File: src/core/mswd_regs.svh
// Register map, field positions, reset values and timing figures of the watchdog
`ifndef MSWD_REGS_SVH
`define MSWD_REGS_SVH
// What this block does
// RULE1 - Factor 01h to FFh arms; periods span about half a minute to 255 minutes
// RULE2 - Period in seconds is 30 plus 60 times (factor minus one)
// RULE3 - Each factor unit stands for about one minute of countdown
// RULE4 - Software arms by writing a nonzero factor byte; counting starts then
// RULE5 - Every trigger write reloads a nonzero count and restarts counting
// RULE6 - Expiry while armed, untouched by trigger or disable, pulses system reset
// RULE7 - Software rewrites the arming factor at least once per period
// RULE8 - A new nonzero factor may come anytime; its period applies at once; the code ignores one written during the reset pulse
// RULE9 - Writing zero stops counting and disarms; no reset follows
// RULE10 - After any reset the watchdog is disarmed and idle
// RULE11 - Indicator blinks while armed and stays off while disarmed
// RULE12 - One-second tick from prescaler; reset pulse lasts fixed cycles, then disarm

`define MSWD_ADDR_W          4
`define MSWD_FACTOR_OFS      4'h0
`define MSWD_STATUS_OFS      4'h4
`define MSWD_IRQ_STAT_OFS    4'h8
`define MSWD_IRQ_MASK_OFS    4'hC
`define MSWD_FACTOR_RST      8'h00
`define MSWD_IRQ_MASK_RST    3'h0
`define MSWD_STAT_ARMED_BIT  0
`define MSWD_STAT_RSTACT_BIT 1
`define MSWD_STAT_FACTOR_LSB 8
`define MSWD_STAT_REMAIN_LSB 16
`define MSWD_IRQ_W           3
`define MSWD_IRQ_EXPIRED_BIT 0
`define MSWD_IRQ_TRIGGER_BIT 1
`define MSWD_IRQ_DISARM_BIT  2
`define MSWD_BASE_S          30
`define MSWD_STEP_S          60
`define MSWD_CLK_HZ          100000000
`define MSWD_CLK_PERIOD_NS   10
`define MSWD_BLINK_HALF_MS   500
`define MSWD_RST_PULSE_NS    1000
`define MSWD_RST_PULSE_CYC   ((`MSWD_RST_PULSE_NS + `MSWD_CLK_PERIOD_NS - 1) / `MSWD_CLK_PERIOD_NS)
`define MSWD_BLINK_HALF_CYC  ((`MSWD_CLK_HZ / 1000) * `MSWD_BLINK_HALF_MS)
`endif

File: src/core/mswd_pkg.sv
// Types and period arithmetic shared by the watchdog top module and its bench
`include "mswd_regs.svh"
package mswd_pkg;
   typedef logic [31:0]               mswd_word_type;
   typedef logic [`MSWD_ADDR_W-1:0]   mswd_addr_type;
   typedef logic [7:0]                mswd_factor_type;
   typedef logic [13:0]               mswd_secs_type;
   typedef logic [`MSWD_IRQ_W-1:0]    mswd_irq_type;
   typedef enum logic [1:0] {ST_IDLE, ST_ARMED, ST_RESET} mswd_state_type;

   // Seconds of countdown for a nonzero factor
   function automatic mswd_secs_type mswd_period_f(input mswd_factor_type f);
      int s;
      s = `MSWD_BASE_S + `MSWD_STEP_S * (int'(f) - 1);
      return mswd_secs_type'(s);
   endfunction
endpackage

File: src/core/mswd_tick_if.sv
// Signals between the watchdog core, its prescaler and its indicator blinker
`timescale 1ns/100ps
interface mswd_tick_if;
   logic run;
   logic restart;
   logic sec_tick;
   logic led;
   modport core      (output run, output restart, input sec_tick, input led);
   modport prescaler (input run, input restart, output sec_tick);
   modport blinker   (input run, output led);
endinterface

File: src/core/mswd_prescaler.sv
// One-second tick generator, restarted on every trigger write
`timescale 1ns/100ps
module mswd_prescaler #(
   parameter int TICK_CYC = 100000000
) (
   input  wire logic clk_sys_i,
   input  wire logic rst_n_i,
   mswd_tick_if.prescaler tk
);
   localparam int W = (TICK_CYC > 1) ? $clog2(TICK_CYC) : 1;
   localparam logic [W-1:0] LAST = W'(TICK_CYC - 1);
   logic [W-1:0] cnt_r;
   logic         tick_r;

   initial begin
      if (TICK_CYC < 2) $error("TICK_CYC must be at least 2");
   end

   always_ff @(posedge clk_sys_i or negedge rst_n_i) begin
      if (!rst_n_i) begin
         cnt_r  <= '0;
         tick_r <= 1'b0;
      end else if (!tk.run || tk.restart) begin
         cnt_r  <= '0;
         tick_r <= 1'b0;
      end else if (cnt_r == LAST) begin
         cnt_r  <= '0;
         tick_r <= 1'b1; // RULE12
      end else begin
         cnt_r  <= cnt_r + 1'b1;
         tick_r <= 1'b0;
      end
   end
   assign tk.sec_tick = tick_r;
endmodule // mswd_prescaler

File: src/core/mswd_blinker.sv
// Activity indicator blinker, dark while the watchdog is not armed
`timescale 1ns/100ps
module mswd_blinker #(
   parameter int HALF_CYC = 50000000
) (
   input  wire logic clk_sys_i,
   input  wire logic rst_n_i,
   mswd_tick_if.blinker tk
);
   localparam int W = (HALF_CYC > 1) ? $clog2(HALF_CYC) : 1;
   localparam logic [W-1:0] LAST = W'(HALF_CYC - 1);
   logic [W-1:0] cnt_r;
   logic         led_r;

   initial begin
      if (HALF_CYC < 2) $error("HALF_CYC must be at least 2");
   end

   always_ff @(posedge clk_sys_i or negedge rst_n_i) begin
      if (!rst_n_i) begin
         cnt_r <= '0;
         led_r <= 1'b0;
      end else if (!tk.run) begin
         cnt_r <= '0;
         led_r <= 1'b0; // RULE11
      end else if (cnt_r == LAST) begin
         cnt_r <= '0;
         led_r <= ~led_r; // RULE11
      end else begin
         cnt_r <= cnt_r + 1'b1;
      end
   end
   assign tk.led = led_r;
endmodule // mswd_blinker

File: src/core/mswd_top.sv
// Minute-scale watchdog with classic Wishbone register access
`timescale 1ns/100ps
`include "mswd_regs.svh"
module mswd_top #(
   parameter int CLK_HZ         = `MSWD_CLK_HZ,
   parameter int BLINK_HALF_CYC = `MSWD_BLINK_HALF_CYC,
   parameter int RST_PULSE_CYC  = `MSWD_RST_PULSE_CYC
) (
   input  wire logic                    clk_sys_i,
   input  wire logic                    rst_n_i,
   input  wire logic                    wb_cyc_i,
   input  wire logic                    wb_stb_i,
   input  wire logic                    wb_we_i,
   input  wire mswd_pkg::mswd_addr_type wb_adr_i,
   input  wire logic [3:0]              wb_sel_i,
   input  wire mswd_pkg::mswd_word_type wb_dat_i,
   output mswd_pkg::mswd_word_type      wb_dat_o,
   output logic                         wb_ack_o,
   output logic                         irq_o,
   output logic                         sys_rst_o,
   output logic                         activity_indicator_o
);
   import mswd_pkg::*;

   localparam int RST_PULSE_M1 = RST_PULSE_CYC - 1;
   localparam logic [8:0] PULSE_LAST = 9'(RST_PULSE_M1);

   initial begin
      if (CLK_HZ < 2) $error("CLK_HZ must be at least 2");
      if (RST_PULSE_CYC < 2 || RST_PULSE_CYC > 300) $error("RST_PULSE_CYC out of 2..300");
      if (BLINK_HALF_CYC < 2) $error("BLINK_HALF_CYC must be at least 2");
   end

   mswd_tick_if tk ();

   mswd_prescaler #(
      .TICK_CYC (CLK_HZ)
   ) u_prescaler (
      .clk_sys_i (clk_sys_i),
      .rst_n_i   (rst_n_i),
      .tk        (tk)
   );

   mswd_blinker #(
      .HALF_CYC (BLINK_HALF_CYC)
   ) u_blinker (
      .clk_sys_i (clk_sys_i),
      .rst_n_i   (rst_n_i),
      .tk        (tk)
   );

   mswd_state_type  state_r;
   mswd_secs_type   remain_r;
   mswd_factor_type factor_r;
   logic [8:0]      pulse_cnt_r;
   logic            sys_rst_r;
   logic            ack_r;
   mswd_word_type   dat_r;
   mswd_irq_type    irq_stat_r;
   mswd_irq_type    irq_mask_r;
   logic            irq_r;
   logic            led_r;

   // Bus request phases: first edge answers, edge with ack commits a write
   logic            req_new;
   logic            wr_commit;
   logic            fac_wr;
   mswd_factor_type fac_din;
   logic            armed;
   logic            expire;
   logic            ev_trigger;
   logic            ev_disarm;
   mswd_irq_type    ev_vec;
   mswd_irq_type    clr_vec;

   assign req_new   = wb_cyc_i && wb_stb_i && !ack_r;
   assign wr_commit = wb_cyc_i && wb_stb_i && ack_r && wb_we_i;
   assign fac_wr    = wr_commit && (wb_adr_i == `MSWD_FACTOR_OFS) && wb_sel_i[0];
   assign fac_din   = wb_dat_i[7:0];
   assign armed     = (state_r == ST_ARMED);

   // Expiry only when no trigger or disable write lands in the same cycle
   assign expire     = armed && tk.sec_tick && (remain_r == 14'h0001) && !fac_wr; // RULE6
   assign ev_trigger = fac_wr && (fac_din != 8'h00) && (state_r != ST_RESET);
   assign ev_disarm  = fac_wr && (fac_din == 8'h00) && armed;

   assign tk.run     = armed;
   assign tk.restart = fac_wr; // RULE5

   // Countdown state machine
   always_ff @(posedge clk_sys_i or negedge rst_n_i) begin
      if (!rst_n_i) begin
         state_r     <= ST_IDLE; // RULE10
         remain_r    <= '0;
         factor_r    <= `MSWD_FACTOR_RST;
         pulse_cnt_r <= '0;
         sys_rst_r   <= 1'b0;
      end else begin
         case (state_r)
            ST_IDLE: begin
               if (fac_wr && fac_din != 8'h00) begin
                  state_r  <= ST_ARMED; // RULE4 RULE1
                  remain_r <= mswd_period_f(fac_din); // RULE2 RULE3
                  factor_r <= fac_din;
               end
            end
            ST_ARMED: begin
               if (fac_wr) begin
                  if (fac_din == 8'h00) begin
                     state_r  <= ST_IDLE; // RULE9
                     remain_r <= '0;
                     factor_r <= 8'h00;
                  end else begin
                     remain_r <= mswd_period_f(fac_din); // RULE5 RULE8
                     factor_r <= fac_din;
                  end
               end else if (expire) begin
                  state_r     <= ST_RESET;
                  remain_r    <= '0;
                  pulse_cnt_r <= '0;
                  sys_rst_r   <= 1'b1; // RULE6
               end else if (tk.sec_tick) begin
                  remain_r <= remain_r - 14'h0001; // RULE12
               end
            end
            ST_RESET: begin
               if (pulse_cnt_r == PULSE_LAST) begin
                  state_r   <= ST_IDLE; // RULE12
                  sys_rst_r <= 1'b0;
                  factor_r  <= 8'h00;
               end else begin
                  pulse_cnt_r <= pulse_cnt_r + 9'h001;
               end
            end
            default: begin
               state_r   <= ST_IDLE;
               sys_rst_r <= 1'b0;
            end
         endcase
      end
   end

   // Wishbone acknowledge and read data
   always_ff @(posedge clk_sys_i or negedge rst_n_i) begin
      if (!rst_n_i) begin
         ack_r <= 1'b0;
         dat_r <= '0;
      end else begin
         ack_r <= req_new;
         if (req_new && !wb_we_i) begin
            case (wb_adr_i)
               `MSWD_STATUS_OFS: begin
                  dat_r <= '0;
                  dat_r[`MSWD_STAT_ARMED_BIT]  <= armed;
                  dat_r[`MSWD_STAT_RSTACT_BIT] <= sys_rst_r;
                  dat_r[`MSWD_STAT_FACTOR_LSB +: 8]  <= factor_r;
                  dat_r[`MSWD_STAT_REMAIN_LSB +: 14] <= remain_r;
               end
               `MSWD_IRQ_STAT_OFS: dat_r <= {29'h0, irq_stat_r};
               `MSWD_IRQ_MASK_OFS: dat_r <= {29'h0, irq_mask_r};
               default:            dat_r <= '0;
            endcase
         end else if (!req_new) begin
            dat_r <= '0;
         end
      end
   end

   // Interrupt status, sticky; a set in the clearing cycle wins
   always_comb begin
      ev_vec = '0;
      ev_vec[`MSWD_IRQ_EXPIRED_BIT] = expire;
      ev_vec[`MSWD_IRQ_TRIGGER_BIT] = ev_trigger;
      ev_vec[`MSWD_IRQ_DISARM_BIT]  = ev_disarm;
      clr_vec = '0;
      if (wr_commit && wb_adr_i == `MSWD_IRQ_STAT_OFS && wb_sel_i[0]) begin
         clr_vec = wb_dat_i[`MSWD_IRQ_W-1:0];
      end
   end

   always_ff @(posedge clk_sys_i or negedge rst_n_i) begin
      if (!rst_n_i) begin
         irq_stat_r <= '0;
      end else begin
         irq_stat_r <= (irq_stat_r & ~clr_vec) | ev_vec;
      end
   end

   always_ff @(posedge clk_sys_i or negedge rst_n_i) begin
      if (!rst_n_i) begin
         irq_mask_r <= `MSWD_IRQ_MASK_RST;
      end else if (wr_commit && wb_adr_i == `MSWD_IRQ_MASK_OFS && wb_sel_i[0]) begin
         irq_mask_r <= wb_dat_i[`MSWD_IRQ_W-1:0];
      end
   end

   always_ff @(posedge clk_sys_i or negedge rst_n_i) begin
      if (!rst_n_i) begin
         irq_r <= 1'b0;
         led_r <= 1'b0;
      end else begin
         irq_r <= |(irq_stat_r & irq_mask_r);
         led_r <= tk.led; // RULE11
      end
   end

   assign wb_dat_o             = dat_r;
   assign wb_ack_o             = ack_r;
   assign irq_o                = irq_r;
   assign sys_rst_o            = sys_rst_r;
   assign activity_indicator_o = led_r;

   // Helper counters for the checks below
   logic [8:0]      pulse_len_r;
   logic [31:0]     blink_age_r;

   always_ff @(posedge clk_sys_i or negedge rst_n_i) begin
      if (!rst_n_i) begin
         pulse_len_r <= '0;
      end else if (sys_rst_r) begin
         pulse_len_r <= pulse_len_r + 9'h001;
      end else begin
         pulse_len_r <= '0;
      end
   end

   always_ff @(posedge clk_sys_i or negedge rst_n_i) begin
      if (!rst_n_i) begin
         blink_age_r <= '0;
      end else if (!armed || (led_r != tk.led)) begin
         blink_age_r <= '0;
      end else begin
         blink_age_r <= blink_age_r + 32'h0000_0001;
      end
   end
endmodule // mswd_top

File: config.mk
export PLATFORM = sky130hd
export DESIGN_NAME = mswd_top
export DESIGN_NICKNAME = d
export VERILOG_FILES = /design/src/core/mswd_pkg.sv /design/src/core/mswd_tick_if.sv /design/src/core/mswd_prescaler.sv /design/src/core/mswd_blinker.sv /design/src/core/mswd_top.sv
export VERILOG_INCLUDE_DIRS = /design/src /design/src/core
export SDC_FILE = /design/constraint.sdc
export NUM_CORES = 1
export LEC_CHECK = 0
export ABC_AREA = 1
export BUFFER_PORTS_ARGS = -buffer_cell sky130_fd_sc_hd__buf_2
export CORE_MARGIN = 10
export CORE_UTILIZATION = 35
export DETAILED_ROUTE_END_ITERATION = 10
export GPL_TIMING_DRIVEN = 0
export SYNTH_ARGS = -nofsm -noshare
export SYNTH_HDL_FRONTEND = slang
export SYNTH_HIERARCHICAL = 1
export SYNTH_SLANG_ARGS = --single-unit
File: constraint.sdc
create_clock -name clk_sys_i -period 1.8 [get_ports clk_sys_i]
set_input_delay 0.09 -clock clk_sys_i [delete_from_list [all_inputs] [get_ports clk_sys_i]]
set_output_delay 0.09 -clock clk_sys_i [all_outputs]
set_load 0.03 [all_outputs]
==> impl_metrics.toml, run 1 <==
[run_status]
status = "complete, but fails checks"
violations = "negative setup slack"

[place]
gp_congestion = 0.886
io_buffers = 45
dp_hpwl_mm = 15.4
dpl_worst_slack_ns = -2.35
place_area_um2 = 9100

[sta]
finalHoldViolCount = 0
finalCritPeriodShare_pct = 187
clock_skew_ns = 0.0121
tightest_slew_ns = 0.547
fin_ws_ns = -1.57
slew_violations = 0
clock.fmax_mhz = 297
slew_headroom_pct = 63.6
setup-violations-final = 18
fin_crit_ns = 3.37
rsz0062_at_grt = "true"

[critical_path]
critPathMaxFanout = 5
crit_top_cell = "inv_2"
rr_endpoint = "remain_r[8]"
ff2ff_path_depth = 10
worstPathRequired_ns = 2.12
start_kind = "input port"
r2r_slack_ns = -0.11
endpoint_kind = "flip-flop"
arrival_ns = 3.69
timing.rr.start = "state_r[1]"
slowest_stage = "fa_1"
criticalPathCategory = "in2reg"
critPathMaxStageDelay_ns = 0.49

[floorplan]
rows = 56
pin_count = 81
die_h_um = 174
die_w_um = 174
core_area_um2 = 23300
initial_core_util_pct = 35.4
die_area_um2 = 30100

[global_route]
grt.overflow.total = 0
antenna_found_initial = 0
grt_max_degree = 94
grt_pass1_vias = 7449
grt_use_total_pct = 14.3
grt_pass1_wl_mm = 36.1

[pwr]
peakVddDrop_mv = 0.739
total_power_mw = 13.3
powerDensity_nw_per_um2 = 1190
p_leak_nw = 5.09

[final_layout]
nNetsFinal = 1331
diodes = 0
drive_gt1_share_pct = 31.2
final_common_cell = "nand2_1"
final_core_util_pct = 47.8
syn_to_final_growth_pct = 35.2
final_area_um2 = 11200
final_cell_mix = "213 x nand2_1, 129 x nor2_1, 121 x dfrtp_1"

[logic_synthesis]
ys_seq_elements = 123
yosysWarnings = 6
yosysSeqAreaShare_pct = 37.3
syn_area_per_cell_um2 = 7.59
syn-instance-count = 1088
synth_cell_type_count = 54
syn_area_um2 = 8250

[route]
vias = 7525
first_pass_iters = 5
drt-initial-drc-count = 354
drc_errors = 0
routedWlPerCell_um = 13.9
ant_nets = 0
drt-total-wl_mm = 21.9
via_per_inst = 4.78

[cts]
cts_tree = "built"
cts-buffers-inserted = 17
clk_pin_slew_ns = 0.06
clockBufferDepth = 2
h-tree-depth = 4
clock_latency_ns = 0.43
cts-root-buf = "clkbuf_16"
cts_sinks = 123

[worst_hold_path]
hold_depth = 4
hold_path.class = "in2reg"
hold_start = "wb_adr_i[1]"
hold_end = "wb_dat_o[21]"

[run]
maxCapViolCount = 0
[sequential cells by signal, indices dropped and copies added, names as in the netlist]
name,count
activity_indicator_o,1
factor_r,8
irq_mask_r,3
irq_o,1
irq_stat_r,3
pulse_cnt_r,9
remain_r,14
state_r,2
sys_rst_o,1
u_blinker/cnt_r,26
u_blinker/tk.led,1
u_prescaler/cnt_r,27
u_prescaler/tk.sec_tick,1
wb_ack_o,1
wb_dat_o,25
[layout make-up]
| type | instances | area [um2] |
|---|---|---|
| Multi-Input combinational cell | 797 | 5290 |
| Tap cell | 319 | 399 |
| Timing Repair Buffer | 130 | 990 |
| Clock inverter | 12 | 186 |
| Inverter | 154 | 617 |
| Fill cell | 2204 | 12200 |
| Clock buffer | 20 | 457 |
| Sequential cell | 123 | 3080 |
| Timing Repair inverter | 1 | 7.51 |
| Buffer | 19 | 136 |
[how the worst max path moves through the flow]
stage,from,to,slack [ns],cells after the start
after floorplan,wb_dat_i[1],remain_r[12],-1.74,24
after global placement,wb_dat_i[1],remain_r[13],-2.30,27
after detailed placement,wb_dat_i[1],remain_r[13],-2.35,25
after CTS,wb_dat_i[1],remain_r[13],-1.59,27
after global routing,wb_dat_i[1],remain_r[13],-1.75,26
final,wb_dat_i[1],remain_r[12],-1.57,25
[critical path, delay by kind of cell]
| family | cells | cell delay (ns) |
|---|---|---|
| buf+inv | 7 | 0.49 |
| compound gates | 5 | 0.81 |
| simple gates | 8 | 0.67 |
| fa+ha+maj | 5 | 1.61 |
[power breakdown]
part	internal, mW	leakage (nW)	switching, mW
Sequential	3.08	1.67	0.259
Combinational	2.63	3.12	3.56
Clock	2.40	0.303	1.35
[through the flow]
step / hold WS [ns] / TNS, ns / instances
6_report: 0.00717 / -11.48 / 1575
5_1_grt: 0.0187 / -14.72 / 1575
4_1_cts: 0.00107 / -12.34 / 1533
3_5_place_dp: -0.00515 / -28.60 / 1459
3_3_place_gp: 0.375 / -163.25 / 1458
2_1_floorplan: -0.206 / -12.46 / 1094
[kinds of logic after synthesis]
logic type / synth area share, %
and+or+nand+nor: 33.0
xor gates and xnor gates: 4.78
AOI/OAI and AO/OA: 8.81
adders and majority gates: 7.43
buffers and inverters: 8.67
other: 0.0454
DFF: 37.3
[cells in the mapped netlist (all sizes together)]
cell,n,area share (%)
o221ai,3,0.32
nor4,4,0.56
or2,3,0.23
a22o,2,0.21
o31a,1,0.11
a21o,3,0.27
nand2,247,12
a22oi,3,0.27
clkinv,1,0.061
nand3,98,6.2
nor3,20,1.7
a31oi,4,0.30
o21a,1,0.091
xnor2,16,1.7
xor2,29,3.1
a21oi,32,2.0
fa,10,2.4
conb,1,0.045
nand4,9,0.76
o21ai,62,3.9
ha,33,5.0
nor2,183,11
o22ai,2,0.15
inv,153,7.0
o311ai,1,0.11
buf,16,1.4
and2,7,0.53
dfrtp,123,37
nand3b,5,0.45
o31ai,5,0.45
o211ai,4,0.36
clkbuf,4,0.18
a2bb2oi,1,0.11
a31o,2,0.21
[layer usage]
layer  vias up  GRT usage [%]  wire [um]
li1       3794              -          -
met5         -              0          0
met2       107           25.9      11500
met1      3574           16.6       9210
met4         0           4.89        585
met3        50           2.70        554
[repair_timing]
item | 4_1_cts | 5_1_grt
setup endpoints to repair | 63 | 53
resized for setup | 108 | 98
setup buffers | 31 | 43
hold endpoints to repair | 84 | 0
cloned | 3 | 0
hold buffers | 8 | 0
pin swaps | 41 | 55
Note: power is estimated with default switching activity, not from simulation.
==> run 2, diff against run 1 <==
- ABC_CLOCK_PERIOD_IN_PS: unset -> 1800
- RECOVER_POWER: unset -> 25
- SLEW_MARGIN: unset -> 25
==> impl_metrics.toml, run 2 (synthesized netlist as in run 1, its figures left out) <==
[run_status]
status = "complete, but fails checks"
violations = "negative setup slack"

[critical_path]
slowest_stage = "fa_1"
critPathMaxFanout = 7
crit_top_cell = "inv_2"
critPathMaxStageDelay_ns = 0.51
ff2ff_path_depth = 11
start_kind = "input port"
crit_buf_inv = 7
r2r_slack_ns = -0.05
endpoint_kind = "flip-flop"
worstPathRequired_ns = 2.11
crit_family = "adder cells"
worst-path-stages = 25
criticalPathCategory = "in2reg"
arrival_ns = 3.75

[cts]
clockBufferDepth = 2
cts_tree = "built"
h-tree-depth = 4
clk_pin_slew_ns = 0.06
cts-root-buf = "clkbuf_16"
cts_sinks = 123
cts-buffers-inserted = 17
clock_latency_ns = 0.43

[floorplan]
core_area_um2 = 23300
die_h_um = 174
pin_count = 81
die_area_um2 = 30100
initial_core_util_pct = 35.4
rows = 56
die_w_um = 174

[route]
drt-initial-drc-count = 320
vias = 7496
drc_errors = 0
drt-total-wl_mm = 21.7
ant_nets = 0
routedWlPerCell_um = 13.9
first_pass_iters = 4
via_per_inst = 4.79

[final_layout]
syn_to_final_growth_pct = 33.5
largest-register = "u_prescaler/cnt_r"
final_cell_mix = "212 x nand2_1, 128 x nor2_1, 118 x dfrtp_1"
largest_register_ff_count = 27
final_area_um2 = 11000
final_common_cell = "nand2_1"
drive_gt1_share_pct = 30.7
nNetsFinal = 1321
fillCellCount = 2224
diodes = 0

[global_route]
grt_use_total_pct = 14.4
grt.overflow.total = 0
antenna_found_initial = 0
grt_pass1_wl_mm = 36.3
grt_max_degree = 73
grt_pass1_vias = 7466

[pwr]
powerDensity_nw_per_um2 = 1140
p_leak_nw = 5.01
peakVddDrop_mv = 0.774

[sta]
setup-violations-final = 15
hold_ws_ns = 0.0481
clock.fmax_mhz = 291
finalCritPeriodShare_pct = 191
slew_headroom_pct = 7.80
slew_violations = 0
fin_crit_ns = 3.44
rsz0062_at_grt = "true"
fin_ws_ns = -1.64
finalHoldViolCount = 0
clock_skew_ns = 0.0113
tightest_slew_ns = 1.38

[place]
place_area_um2 = 9100
dpl_worst_slack_ns = -2.35
gp_congestion = 0.886
dp_hpwl_mm = 15.5
io_buffers = 45

[worst_hold_path]
hold_path.class = "in2reg"
hold_depth = 3

[run]
maxCapViolCount = 0
run 2: metal layers:
metal  GRT usage, %  up-vias  share of wire (%)
met5              0        -                  0
li1               -     3767                  -
met4           5.93        0                2.8
met1           16.6     3574                 42
met2           25.7      117                 52
met3           2.50       38                2.8
run 2: path summary, 6_finish.rpt:
kind,startpoint,end
max reg2reg,remain_r[3],remain_r[12]
max in group asynchronous,rst_n_i,remain_r[3]
min,wb_we_i,wb_dat_o[1]
min reg2reg,u_blinker/tk.led,activity_indicator_o
min in group asynchronous,rst_n_i,u_blinker/cnt_r[24]
max,wb_dat_i[2],remain_r[12]
run 2: layout make-up:
cell class / instances / area [um2] / share of cell area (%)
Timing Repair inverter: 1 / 7.51 / 0.0681
Sequential cell: 123 / 3080 / 28.0
Multi-Input combinational cell: 797 / 5310 / 48.2
Timing Repair Buffer: 119 / 880 / 7.98
Tap cell: 319 / 399 / 3.62
Clock buffer: 18 / 439 / 3.99
Inverter: 154 / 612 / 5.55
Clock inverter: 14 / 135 / 1.23
Buffer: 20 / 150 / 1.36
run 2: metrics by stage:
stage | power (mW) | TNS, ns | util [%] | instances
detailed placement | 7.54 | -28.78 | 39.0 | 1459
floorplan | 6.56 | -12.46 | - | 1094
finish | 12.6 | -11.76 | 47.2 | 1565
global route | 13.5 | -19.63 | 47.2 | 1565
CTS | 11.7 | -11.86 | 44.5 | 1526
global placement | 7.47 | -163.25 | 38.9 | 1458
run 2: tightest hold or removal path: stages:
cell and delay [ns]:
buf_4 0.18, nand3_1 0.09, o21ai_0 0.07
run 2: what timing repair did:
action                                  in CTS  in global routing
gates resized for setup                    107                 96
endpoints found under the setup margin      62                 47
pin swaps                                   28                 39
gates cloned                                 3                  0
hold buffers                                 9                  0
buffers inserted                            23                 39
hold endpoints to repair                    61                  0
run 2: where the power goes:
part / internal (mW) / switching, mW / total (mW)
Clock: 1.96 / 1.40 / 3.37
Combinational: 2.44 / 3.45 / 5.89
Sequential: 3.08 / 0.265 / 3.35
Total: 7.48 / 5.12 / 12.6
